**src/rccm_pkg.sv**
```systemverilog
package rccm_pkg;
	// Coil numbers as printed (one-based), held as indices
	localparam logic [15:0] SC_FIRST_COIL = 16'h0021;
	localparam logic [15:0] SC_LAST_COIL = 16'h0036;
	localparam logic [15:0] RSV_A_FIRST = 16'h0037;
	localparam logic [15:0] RSV_A_LAST = 16'h0040;
	localparam logic [15:0] AR_COIL = 16'h0041;
	localparam logic [15:0] PROT_COIL = 16'h0042;
	localparam logic [15:0] GRP_A_COIL = 16'h0043;
	localparam logic [15:0] GRP_D_COIL = 16'h0046;
	localparam logic [15:0] REMOTE_COIL = 16'h0047;
	localparam logic [15:0] RSV_B_FIRST = 16'h0048;
	// Own registers: mode config and status, at word indices
	localparam logic [15:0] MODE_CFG_COIL = 16'h0100;
	localparam logic [15:0] STATUS_COIL = 16'h0101;
	localparam int NUM_SC = 22;
	// Default mode per channel: 1 = pulse (bit n-1 is channel n)
	localparam logic [21:0] MODE_RESET = 22'h0fe1ff;
	// Channels with checkback: 1 to 4
	localparam logic [21:0] CHECKBACK_MASK = 22'h00000f;
	// Continuous channels that keep state across reset: 12, 13
	localparam logic [21:0] RETAIN_MASK = 22'h001800;
	localparam logic [1:0] GRP_RESET = 2'h0;
	localparam logic [7:0] PARAM_GROUP_SRC = 8'h00;
	// Group-change source value meaning the protocol
	localparam logic [1:0] GRP_SRC_PROTOCOL = 2'h1;
	localparam int CLOCK_MHZ = 125;
	localparam int UNLOCK_TIMEOUT_MIN = 5;
	localparam longint UNLOCK_TIMEOUT_CYC =
		longint'(UNLOCK_TIMEOUT_MIN) * 60 * CLOCK_MHZ * 1000000;
	localparam int PULSE_CYC_DEFAULT = 125;
	localparam logic [31:0] ERR_REJECT = 32'hffff_ffff;

	typedef struct packed {
		logic read;
		logic write;
		logic [15:0] address;
		logic [31:0] writedata;
	} rccm_req_t;

	typedef struct packed {
		logic [31:0] readdata;
		logic [1:0] response;
		logic waitrequest;
	} rccm_rsp_t;
endpackage

```
**src/rccm_pulse.sv**
```systemverilog
`timescale 1ns/10ps
module rccm_pulse #(
	parameter int WIDTH = 24
) (
	// Clock
	input wire logic i_clock,
	input wire logic i_sys_rst,
	input wire logic i_enable,
	// Control
	input wire logic i_fire,
	input wire logic [WIDTH-1:0] i_length,
	// Output
	output logic o_active
);
	typedef struct packed {
		logic [WIDTH-1:0] count;
		logic active;
	} rccm_pulse_t;
	rccm_pulse_t st;
	rccm_pulse_t next_st;
	initial begin
		if (WIDTH < 2) $error("rccm_pulse width too small");
	end
	always_comb begin
		next_st = st;
		if (i_fire) begin
			next_st.count = i_length;
			next_st.active = 1'b1;
		end else if (st.active) begin
			next_st.count = st.count - 1'b1;
			if (st.count <= 1) next_st.active = 1'b0;
		end
	end
	always_ff @(posedge i_clock) begin
		if (i_sys_rst) st <= '0;
		else if (i_enable) st <= next_st;
	end
	assign o_active = st.active;
endmodule // rccm_pulse

```
**src/rccm_sync.sv**
```systemverilog
`timescale 1ns/10ps
module rccm_sync #(
	parameter int WIDTH = 4
) (
	// Clock
	input wire logic i_clock,
	input wire logic i_sys_rst,
	input wire logic i_enable,
	// Data
	input wire logic [WIDTH-1:0] i_async,
	output logic [WIDTH-1:0] o_sync
);
	typedef struct packed {
		logic [WIDTH-1:0] meta;
		logic [WIDTH-1:0] stable;
	} rccm_sync_t;
	rccm_sync_t st;
	rccm_sync_t next_st;
	always_comb begin
		next_st.meta = i_async;
		next_st.stable = st.meta;
	end
	always_ff @(posedge i_clock) begin
		if (i_sys_rst) st <= '0;
		else if (i_enable) st <= next_st;
	end
	assign o_sync = st.stable;
endmodule // rccm_sync

```
**src/rccm_top.sv**
```systemverilog
// Decided for this implementation: register access over Avalon-MM and the register offsets.
`timescale 1ns/10ps
// Operation
// - Coils 33..54 map one-to-one onto channels 1..22.
// - Channels 1..4 default to pulse outputs with checkback.
// - Channels 5..9 and 14..20 default to pulse without checkback.
// - Channels 10, 11, 21, 22 continuous; cleared by reset.
// - Channels 12, 13 continuous; state kept across reset.
// - Reserved coils read zero; writes to them rejected.
// - Pulse or continuous mode is per-channel configurable.
// - Writing OFF to a pulse channel is rejected.
// - Pulse-with-checkback command rejected while checkback is ON.
// - Autoreclose coil: write 0 off, 1 on; reads status.
// - Protection coil: write 0 off, 1 on; reads any-active.
// - Group coils accept only 1; read 1 when group active.
// - Remote mode coil: 0 locked, 1 unlocked; reads mode.
// - Unlocked permits one command, then relocks by itself; commands are accepted while locked too.
// - No command within 5 minutes after unlock relocks.
// - Plausibility test still applies to unlocked commands.
// - New group replaces old; writing 0 is refused.
// - Group change only when source parameter selects protocol.
module rccm_top
	import rccm_pkg::*;
#(
	parameter longint UNLOCK_CYC = UNLOCK_TIMEOUT_CYC,
	parameter int PULSE_CYC = PULSE_CYC_DEFAULT
) (
	// Clock, reset, enable
	input wire logic i_clock,
	input wire logic i_sys_rst,
	input wire logic i_enable,
	// Avalon-MM slave
	input wire rccm_pkg::rccm_req_t i_avs,
	output rccm_pkg::rccm_rsp_t o_avs,
	// Field pins
	input wire logic [3:0] i_checkback,
	input wire logic i_plausible,
	input wire logic [1:0] i_group_source,
	input wire logic i_prot_any_active,
	// Outputs
	output logic [21:0] o_channel,
	output logic o_autoreclose_on_status,
	output logic o_protection_enable,
	output logic [1:0] o_group,
	output logic o_remote_control_mode_status
);
	import rccm_pkg::*;

	localparam int PW = 24;
	localparam int UW = 36;

	typedef enum logic [1:0] {
		PH_IDLE = 2'b00,
		PH_DECODE = 2'b01,
		PH_ANSWER = 2'b10
	} rccm_phase_t;

	typedef struct packed {
		logic [21:0] mode;
		logic [21:0] level;
		logic [21:0] retained;
		logic ar_on;
		logic prot_on;
		logic [1:0] group;
		logic unlocked;
		logic [UW-1:0] unlock_cnt;
		rccm_phase_t phase;
		logic [31:0] rdata;
		logic [1:0] resp;
		logic waitreq;
		logic [21:0] channel_q;
	} rccm_state_t;

	rccm_state_t st;
	rccm_state_t next_st;
	logic [21:0] fire;
	logic [21:0] pulse_act;
	logic [3:0] cb_sync;
	logic [3:0] misc_sync;
	logic [21:0] cb_ext;
	logic [15:0] idx;
	logic [4:0] ch;
	logic bit_val;
	logic is_sc;
	logic is_grp;

	initial begin
		if (PULSE_CYC < 1 || PULSE_CYC >= (1 << PW)) $error("rccm_top pulse length out of range");
		if (UNLOCK_CYC < 1 || UNLOCK_CYC >= (longint'(1) << UW)) $error("rccm_top unlock out of range");
	end

	// Field pins come from outside the clock domain
	rccm_sync #(.WIDTH(4)) u_cb_sync (
		.i_clock(i_clock),
		.i_sys_rst(i_sys_rst),
		.i_enable(i_enable),
		.i_async(i_checkback),
		.o_sync(cb_sync)
	);
	rccm_sync #(.WIDTH(4)) u_misc_sync (
		.i_clock(i_clock),
		.i_sys_rst(i_sys_rst),
		.i_enable(i_enable),
		.i_async({i_plausible, i_group_source, i_prot_any_active}),
		.o_sync(misc_sync)
	);

	genvar g;
	generate
		for (g = 0; g < NUM_SC; g++) begin : g_pulse
			rccm_pulse #(.WIDTH(PW)) u_pulse (
				.i_clock(i_clock),
				.i_sys_rst(i_sys_rst),
				.i_enable(i_enable),
				.i_fire(fire[g]),
				.i_length(PW'(PULSE_CYC)),
				.o_active(pulse_act[g])
			);
		end
	endgenerate

	assign cb_ext = {18'h00000, cb_sync} & CHECKBACK_MASK;
	// Bus address is the coil number minus one
	assign idx = 16'(i_avs.address + 16'h0001);
	assign ch = 5'(idx - SC_FIRST_COIL);
	assign bit_val = i_avs.writedata[0];
	assign is_sc = (idx >= SC_FIRST_COIL) && (idx <= SC_LAST_COIL);
	assign is_grp = (idx >= GRP_A_COIL) && (idx <= GRP_D_COIL);

	always_comb begin
		next_st = st;
		fire = '0;
		next_st.waitreq = 1'b1;
		next_st.resp = 2'h0;
		// Continuous channels keep their level; pulses come from timers
		next_st.channel_q = (st.level & ~st.mode) | (pulse_act & st.mode);
		if (st.unlocked) begin
			if (st.unlock_cnt == '0) next_st.unlocked = 1'b0;
			else next_st.unlock_cnt = st.unlock_cnt - 1'b1;
		end
		// Two-phase access: decode, then release waitrequest for one cycle
		case (st.phase)
			PH_IDLE: begin
				if (i_avs.read || i_avs.write) next_st.phase = PH_DECODE;
			end
			PH_DECODE: begin
				next_st.phase = PH_ANSWER;
				next_st.waitreq = 1'b0;
				next_st.rdata = '0;
				if (i_avs.read) begin
					if (is_sc) next_st.rdata[0] = next_st.channel_q[ch] | cb_ext[ch];
					else if (idx == AR_COIL) next_st.rdata[0] = st.ar_on;
					else if (idx == PROT_COIL) next_st.rdata[0] = misc_sync[0];
					else if (is_grp) next_st.rdata[0] = (st.group == 2'(idx - GRP_A_COIL));
					else if (idx == REMOTE_COIL) next_st.rdata[0] = st.unlocked;
					else if (i_avs.address == MODE_CFG_COIL) next_st.rdata = {10'h000, st.mode};
					else if (i_avs.address == STATUS_COIL) next_st.rdata = {10'h000, st.channel_q};
					else next_st.resp = 2'h2;
				end else begin
					if (is_sc) begin
						// Commands need the plausibility check even when unlocked
						if (!misc_sync[3]) next_st.resp = 2'h2;
						else if (st.mode[ch] && !bit_val) next_st.resp = 2'h2;
						else if (st.mode[ch] && cb_ext[ch]) next_st.resp = 2'h2;
						else if (st.mode[ch]) fire[ch] = 1'b1;
						else next_st.level[ch] = bit_val;
						if (next_st.resp == 2'h0 && st.unlocked) next_st.unlocked = 1'b0;
					end else if (idx == AR_COIL) begin
						next_st.ar_on = bit_val;
					end else if (idx == PROT_COIL) begin
						next_st.prot_on = bit_val;
					end else if (is_grp) begin
						if (!bit_val || misc_sync[2:1] != GRP_SRC_PROTOCOL) next_st.resp = 2'h2;
						else next_st.group = 2'(idx - GRP_A_COIL);
					end else if (idx == REMOTE_COIL) begin
						next_st.unlocked = bit_val;
						next_st.unlock_cnt = UW'(UNLOCK_CYC);
					end else if (i_avs.address == MODE_CFG_COIL) begin
						next_st.mode = i_avs.writedata[21:0];
					end else begin
						next_st.resp = 2'h2;
					end
				end
			end
			PH_ANSWER: next_st.phase = PH_IDLE;
			default: next_st.phase = PH_IDLE;
		endcase
		next_st.retained = next_st.level & RETAIN_MASK;
	end

	always_ff @(posedge i_clock) begin
		if (i_sys_rst) begin
			st <= '0;
			st.mode <= MODE_RESET;
			st.waitreq <= 1'b1;
			st.group <= GRP_RESET;
			// Retained continuous channels survive a device reset
			st.level <= st.retained;
			st.retained <= st.retained;
		end else if (i_enable) begin
			st <= next_st;
		end
	end

	assign o_avs.readdata = st.rdata;
	assign o_avs.response = st.resp;
	assign o_avs.waitrequest = st.waitreq;
	assign o_channel = st.channel_q;
	assign o_autoreclose_on_status = st.ar_on;
	assign o_protection_enable = st.prot_on;
	assign o_group = st.group;
	assign o_remote_control_mode_status = st.unlocked;
endmodule // rccm_top

```
**config.mk**
```make
export PLATFORM = sky130hd
export DESIGN_NAME = rccm_top
export DESIGN_NICKNAME = d
export VERILOG_FILES = /design/src/rccm_pkg.sv /design/src/rccm_pulse.sv /design/src/rccm_sync.sv /design/src/rccm_top.sv
export SDC_FILE = /design/constraint.sdc
export NUM_CORES = 2
export LEC_CHECK = 0
export ABC_AREA = 1
export BUFFER_PORTS_ARGS = -buffer_cell sky130_fd_sc_hd__buf_2
export CAP_MARGIN = 20
export CORE_MARGIN = 1
export CORE_UTILIZATION = 63
export DETAILED_ROUTE_END_ITERATION = 16
export PLACE_DENSITY_LB_ADDON = 0.05
export SYNTH_ARGS = -nofsm -noshare
export SYNTH_HDL_FRONTEND = slang
export SYNTH_SLANG_ARGS = --single-unit
```
**constraint.sdc**
```tcl
create_clock -name i_clock -period 5.1 [get_ports i_clock]
set_clock_uncertainty 0.2 [all_clocks]
set_input_delay 0.255 -clock i_clock [delete_from_list [all_inputs] [get_ports i_clock]]
set_output_delay 0.255 -clock i_clock [all_outputs]
set_load 0.05 [all_outputs]
```
==> impl_metrics.py <==
metrics = {
    "status": {
        "outcome": "completed",
    },
    "placed_design": {
        "dp_cells": 6153,
        "dp_slack_ns": 0.741,
        "gp_congestion": 0.967,
        "io_buffer_count": 101,
        "hpwlAfterDp_um": 66200,
    },
    "drt": {
        "vias": 36500,
        "drt_first_pass_iters": 5,
        "avgViaCountPerCell": 5.78,
        "drt_iter0_markers": 3115,
        "routed_wl_um": 99500,
        "drc": 0,
        "wl_per_cell_um": 15.7,
        "ant_nets": 0,
    },
    "clocking": {
        "clk_latency_ns": 0.62,
        "clock_path_buffers": 3,
        "cts_made_buffers": 78,
        "cts_tree": "built",
        "cts-root-buf": "clkbuf_16",
        "clkTransAtPathRegs_ns": 0.06,
        "htree_levels": 3,
        "cts_sinks": 701,
    },
    "worst_hold_path": {
        "hp-class": "in2reg",
    },
    "grt": {
        "grt_pass1_vias": 32900,
        "grt.total_usage": 0.310,
        "antenna_found_initial": 7,
        "grt_pass1_wl_um": 163000,
        "grt-ovfl-total": 0,
        "grt_max_degree": 131,
    },
    "timing": {
        "maxSlewViolCount": 0,
        "finalSetupViolCount": 0,
        "rsz0062_at_grt": "false",
        "max_freq_mhz": 227,
        "min_period_ns": 4.40,
        "period_share": 0.863,
        "slew-limit-headroom": 0.274,
        "finalHoldViolCount": 0,
        "tns_ns": 0,
        "tightest_slew_ns": 1.09,
        "postLayoutSetupSlackWorst_ns": 0.699,
    },
    "die": {
        "pin_count": 123,
        "num_rows": 90,
        "fp.dieW_um": 251,
        "dieHeight_um": 251,
        "core_sq_um": 60700,
        "initial_core_util": 0.642,
        "die_area_sq_um": 62800,
    },
    "setup_path": {
        "timing.critical_path.buf_inv": 4,
        "critPathMostFrequentCell": "nand2_1",
        "crit_arrival_ns": 4.70,
        "cp-end-kind": "flip-flop",
        "worstPathRequired_ns": 5.40,
        "crit_fanout": 22,
        "cp_slowest_cell": "dlygate4sd3_1",
        "worstSetupPathType": "in2reg",
        "start_kind": "input port",
        "crit_chain": "dlygate4sd3_1 -> buf_2 -> inv_1 -> ha_1 -> nand2_1 -> inv_2 -> nor2_1 -> o21ai_1 -> nand2_1 -> nand2_1 -> nand2_1 -> nand3_1 -> nand2_1 -> nand2_2 -> nor2_4 -> nand2_1 -> nand2_1 -> nand2_1 -> o21ai_0 -> nor2_1",
        "slowest_delay_ns": 0.55,
        "cpLargestDelayFamily": "simple AND/OR/NAND/NOR gates",
    },
    "synthesis": {
        "synth-edff-count": 24,
        "yosys.cell_types.count": 57,
        "syn_inst": 5517,
        "syn-cell-area_sq_um": 39000,
        "netlist.area_leader.share": 0.348,
        "ys_ff_latch": 701,
        "syn-mean-instance-area_sq_um": 7.06,
        "synth_area_leaders": "dfxtp_1 35%, nand3_1 9.8%, nor2_1 6.6%, nand2_1 6.5%, xor2_1 5.8%",
        "synth_ff_type": "dfxtp_1",
        "synth_top_area_cell": "dfxtp_1",
        "ys_async_sr_fraction": 0,
        "yosys_warnings": 0,
        "ys_seq_area_frac": 0.366,
    },
    "power": {
        "powerDensity_nw_per_um2": 274,
        "irDropWorstVdd_mv": 0.239,
        "finalPower_w": 0.0116,
        "power.leakage_nw": 18.5,
    },
    "run": {
        "maxCapViolCount": 0,
    },
    "final_layout": {
        "syn2layout_area_growth_pct": 8.38,
        "finalNetCount": 5600,
        "seqCellArea_sq_um": 14300,
        "drive_above_1_share": 0.0579,
        "multi_input_area_sq_um": 21100,
        "fin_cells": 6327,
        "fill_cells": 5327,
    },
}
## timing repair
action                                 CTS  global route
endpoints found under the hold margin   67             0
hold buffers                            35             0
gates resized for setup                  0             0
buffers inserted                         0             0
## final timing paths
kind | from | end | slack, ns | cells past startpoint
worst max-delay path | i_avs[32] | g_pulse[8].u_pulse.st[3] | 0.70 | 20
worst min register to register | o_avs[2] | o_avs[2] | 0.26 | 2
worst min-delay path | i_enable | g_pulse[18].u_pulse.st[3] | 0.12 | 3
worst max register to register | st[162] | g_pulse[8].u_pulse.st[3] | 1.58 | 13
## per-layer routing
layer / share of wire / up-vias / global-route usage / routed length, um
met3: 0.074 / 189 / 0.0513 / 7330
met4: 0.027 / 12 / 0.0911 / 2640
met2: 0.45 / 1048 / 0.494 / 44500
met5: 0.00076 / - / 0 / 76
met1: 0.45 / 16900 / 0.429 / 45000
li1: - / 18400 / - / -
## registers in the layout (all words and copies together), names as in the netlist
name,flops
g_pulse.u_pulse.st,528
o_remote_control_mode_status,1
o_channel,22
o_avs,24
u_cb_sync.next_st,4
st,84
u_cb_sync.o_sync,4
o_autoreclose_on_status,1
g_pulse.u_pulse.o_active,22
u_misc_sync.next_st,4
u_misc_sync.o_sync,4
o_protection_enable,1
o_group,2
## stage by stage
step	hold WS [ns]	util	cell area [sq um]
6_report	0.115	0.696	42200
5_1_grt	0.134	0.696	42200
4_1_cts	0.0953	0.696	42200
3_5_place_dp	0.245	0.648	39300
3_3_place_gp	0.242	0.648	39300
2_1_floorplan	0.168	-	39000
## kinds of logic after synthesis
family / count (synthesis) / share of synthesized area
flops: 701 / 0.366
fa+ha+maj: 53 / 0.0170
simple gates: 2589 / 0.310
xor+xnor: 391 / 0.0881
other cells: 1 / 0.0000962
mux: 1 / 0.000257
buf+inv: 883 / 0.0942
compound gates: 898 / 0.124
## cells in the final DEF (no fill, tap or decap), types with 9 or more instances in the layout
| cell type | n |
|---|---|
| nand3_1 | 760 |
| nor3_1 | 119 |
| ha_1 | 53 |
| a21oi_1 | 444 |
| clkinv_1 | 9 |
| dfxtp_1 | 677 |
| nor2_1 | 685 |
| conb_1 | 11 |
| inv_1 | 574 |
| clkbuf_8 | 17 |
| and3_1 | 15 |
| o41ai_1 | 10 |
| xor2_1 | 258 |
| or2_2 | 17 |
| o21ai_1 | 25 |
| buf_4 | 29 |
| o211ai_1 | 35 |
| nand3_4 | 12 |
| edfxtp_1 | 24 |
| inv_2 | 14 |
| clkinv_2 | 11 |
| clkbuf_16 | 79 |
| xnor2_1 | 132 |
| dlygate4sd3_1 | 35 |
| o22ai_1 | 32 |
| nand4_1 | 153 |
| buf_2 | 99 |
| clkbuf_1 | 19 |
| o21ai_0 | 273 |
| nand3b_1 | 48 |
| nand2_1 | 670 |
| o2111ai_1 | 16 |
| a31oi_1 | 34 |
| nor4_1 | 58 |
| or2_0 | 14 |
## synthesized netlist by cell type, types with 17 or more instances
master	instances
buf_1	33
buf_2	63
nand2_1	670
xor2_1	258
a21oi_1	444
a31oi_1	34
ha_1	53
o211ai_1	35
clkbuf_1	119
o22ai_1	32
nand3_1	761
nor3_1	119
o21ai_0	273
xnor2_1	132
or2_2	17
o21ai_1	25
inv_1	577
nand3b_1	48
buf_4	61
dfxtp_1	677
nand4_1	153
edfxtp_1	24
nor2_1	686
nor4_1	58
## worst min-delay path: cells and delay by family
kind,cells,cell delay (ns)
AOI/OAI and AO/OA,1,0.24
buffers and inverters,1,0.31
and+or+nand+nor,1,0.05
## final cells by class
cell class,instances,area share
clock inverter,22,0.00578
antenna,2,0.000119
timing repair buffer,166,0.0265
tap,782,0.0232
inverter,596,0.0532
sequential,701,0.338
clock buffer,115,0.0540
multi-input combinational,3943,0.499
## power by group
part           leakage, nW  internal, W  switching (W)
combinational         11.5     0.000110       0.000341
sequential            5.70      0.00553      0.0000106
clock                 1.25      0.00334        0.00226
total                 18.5      0.00898        0.00261
(Power assumes the default switching activity.)
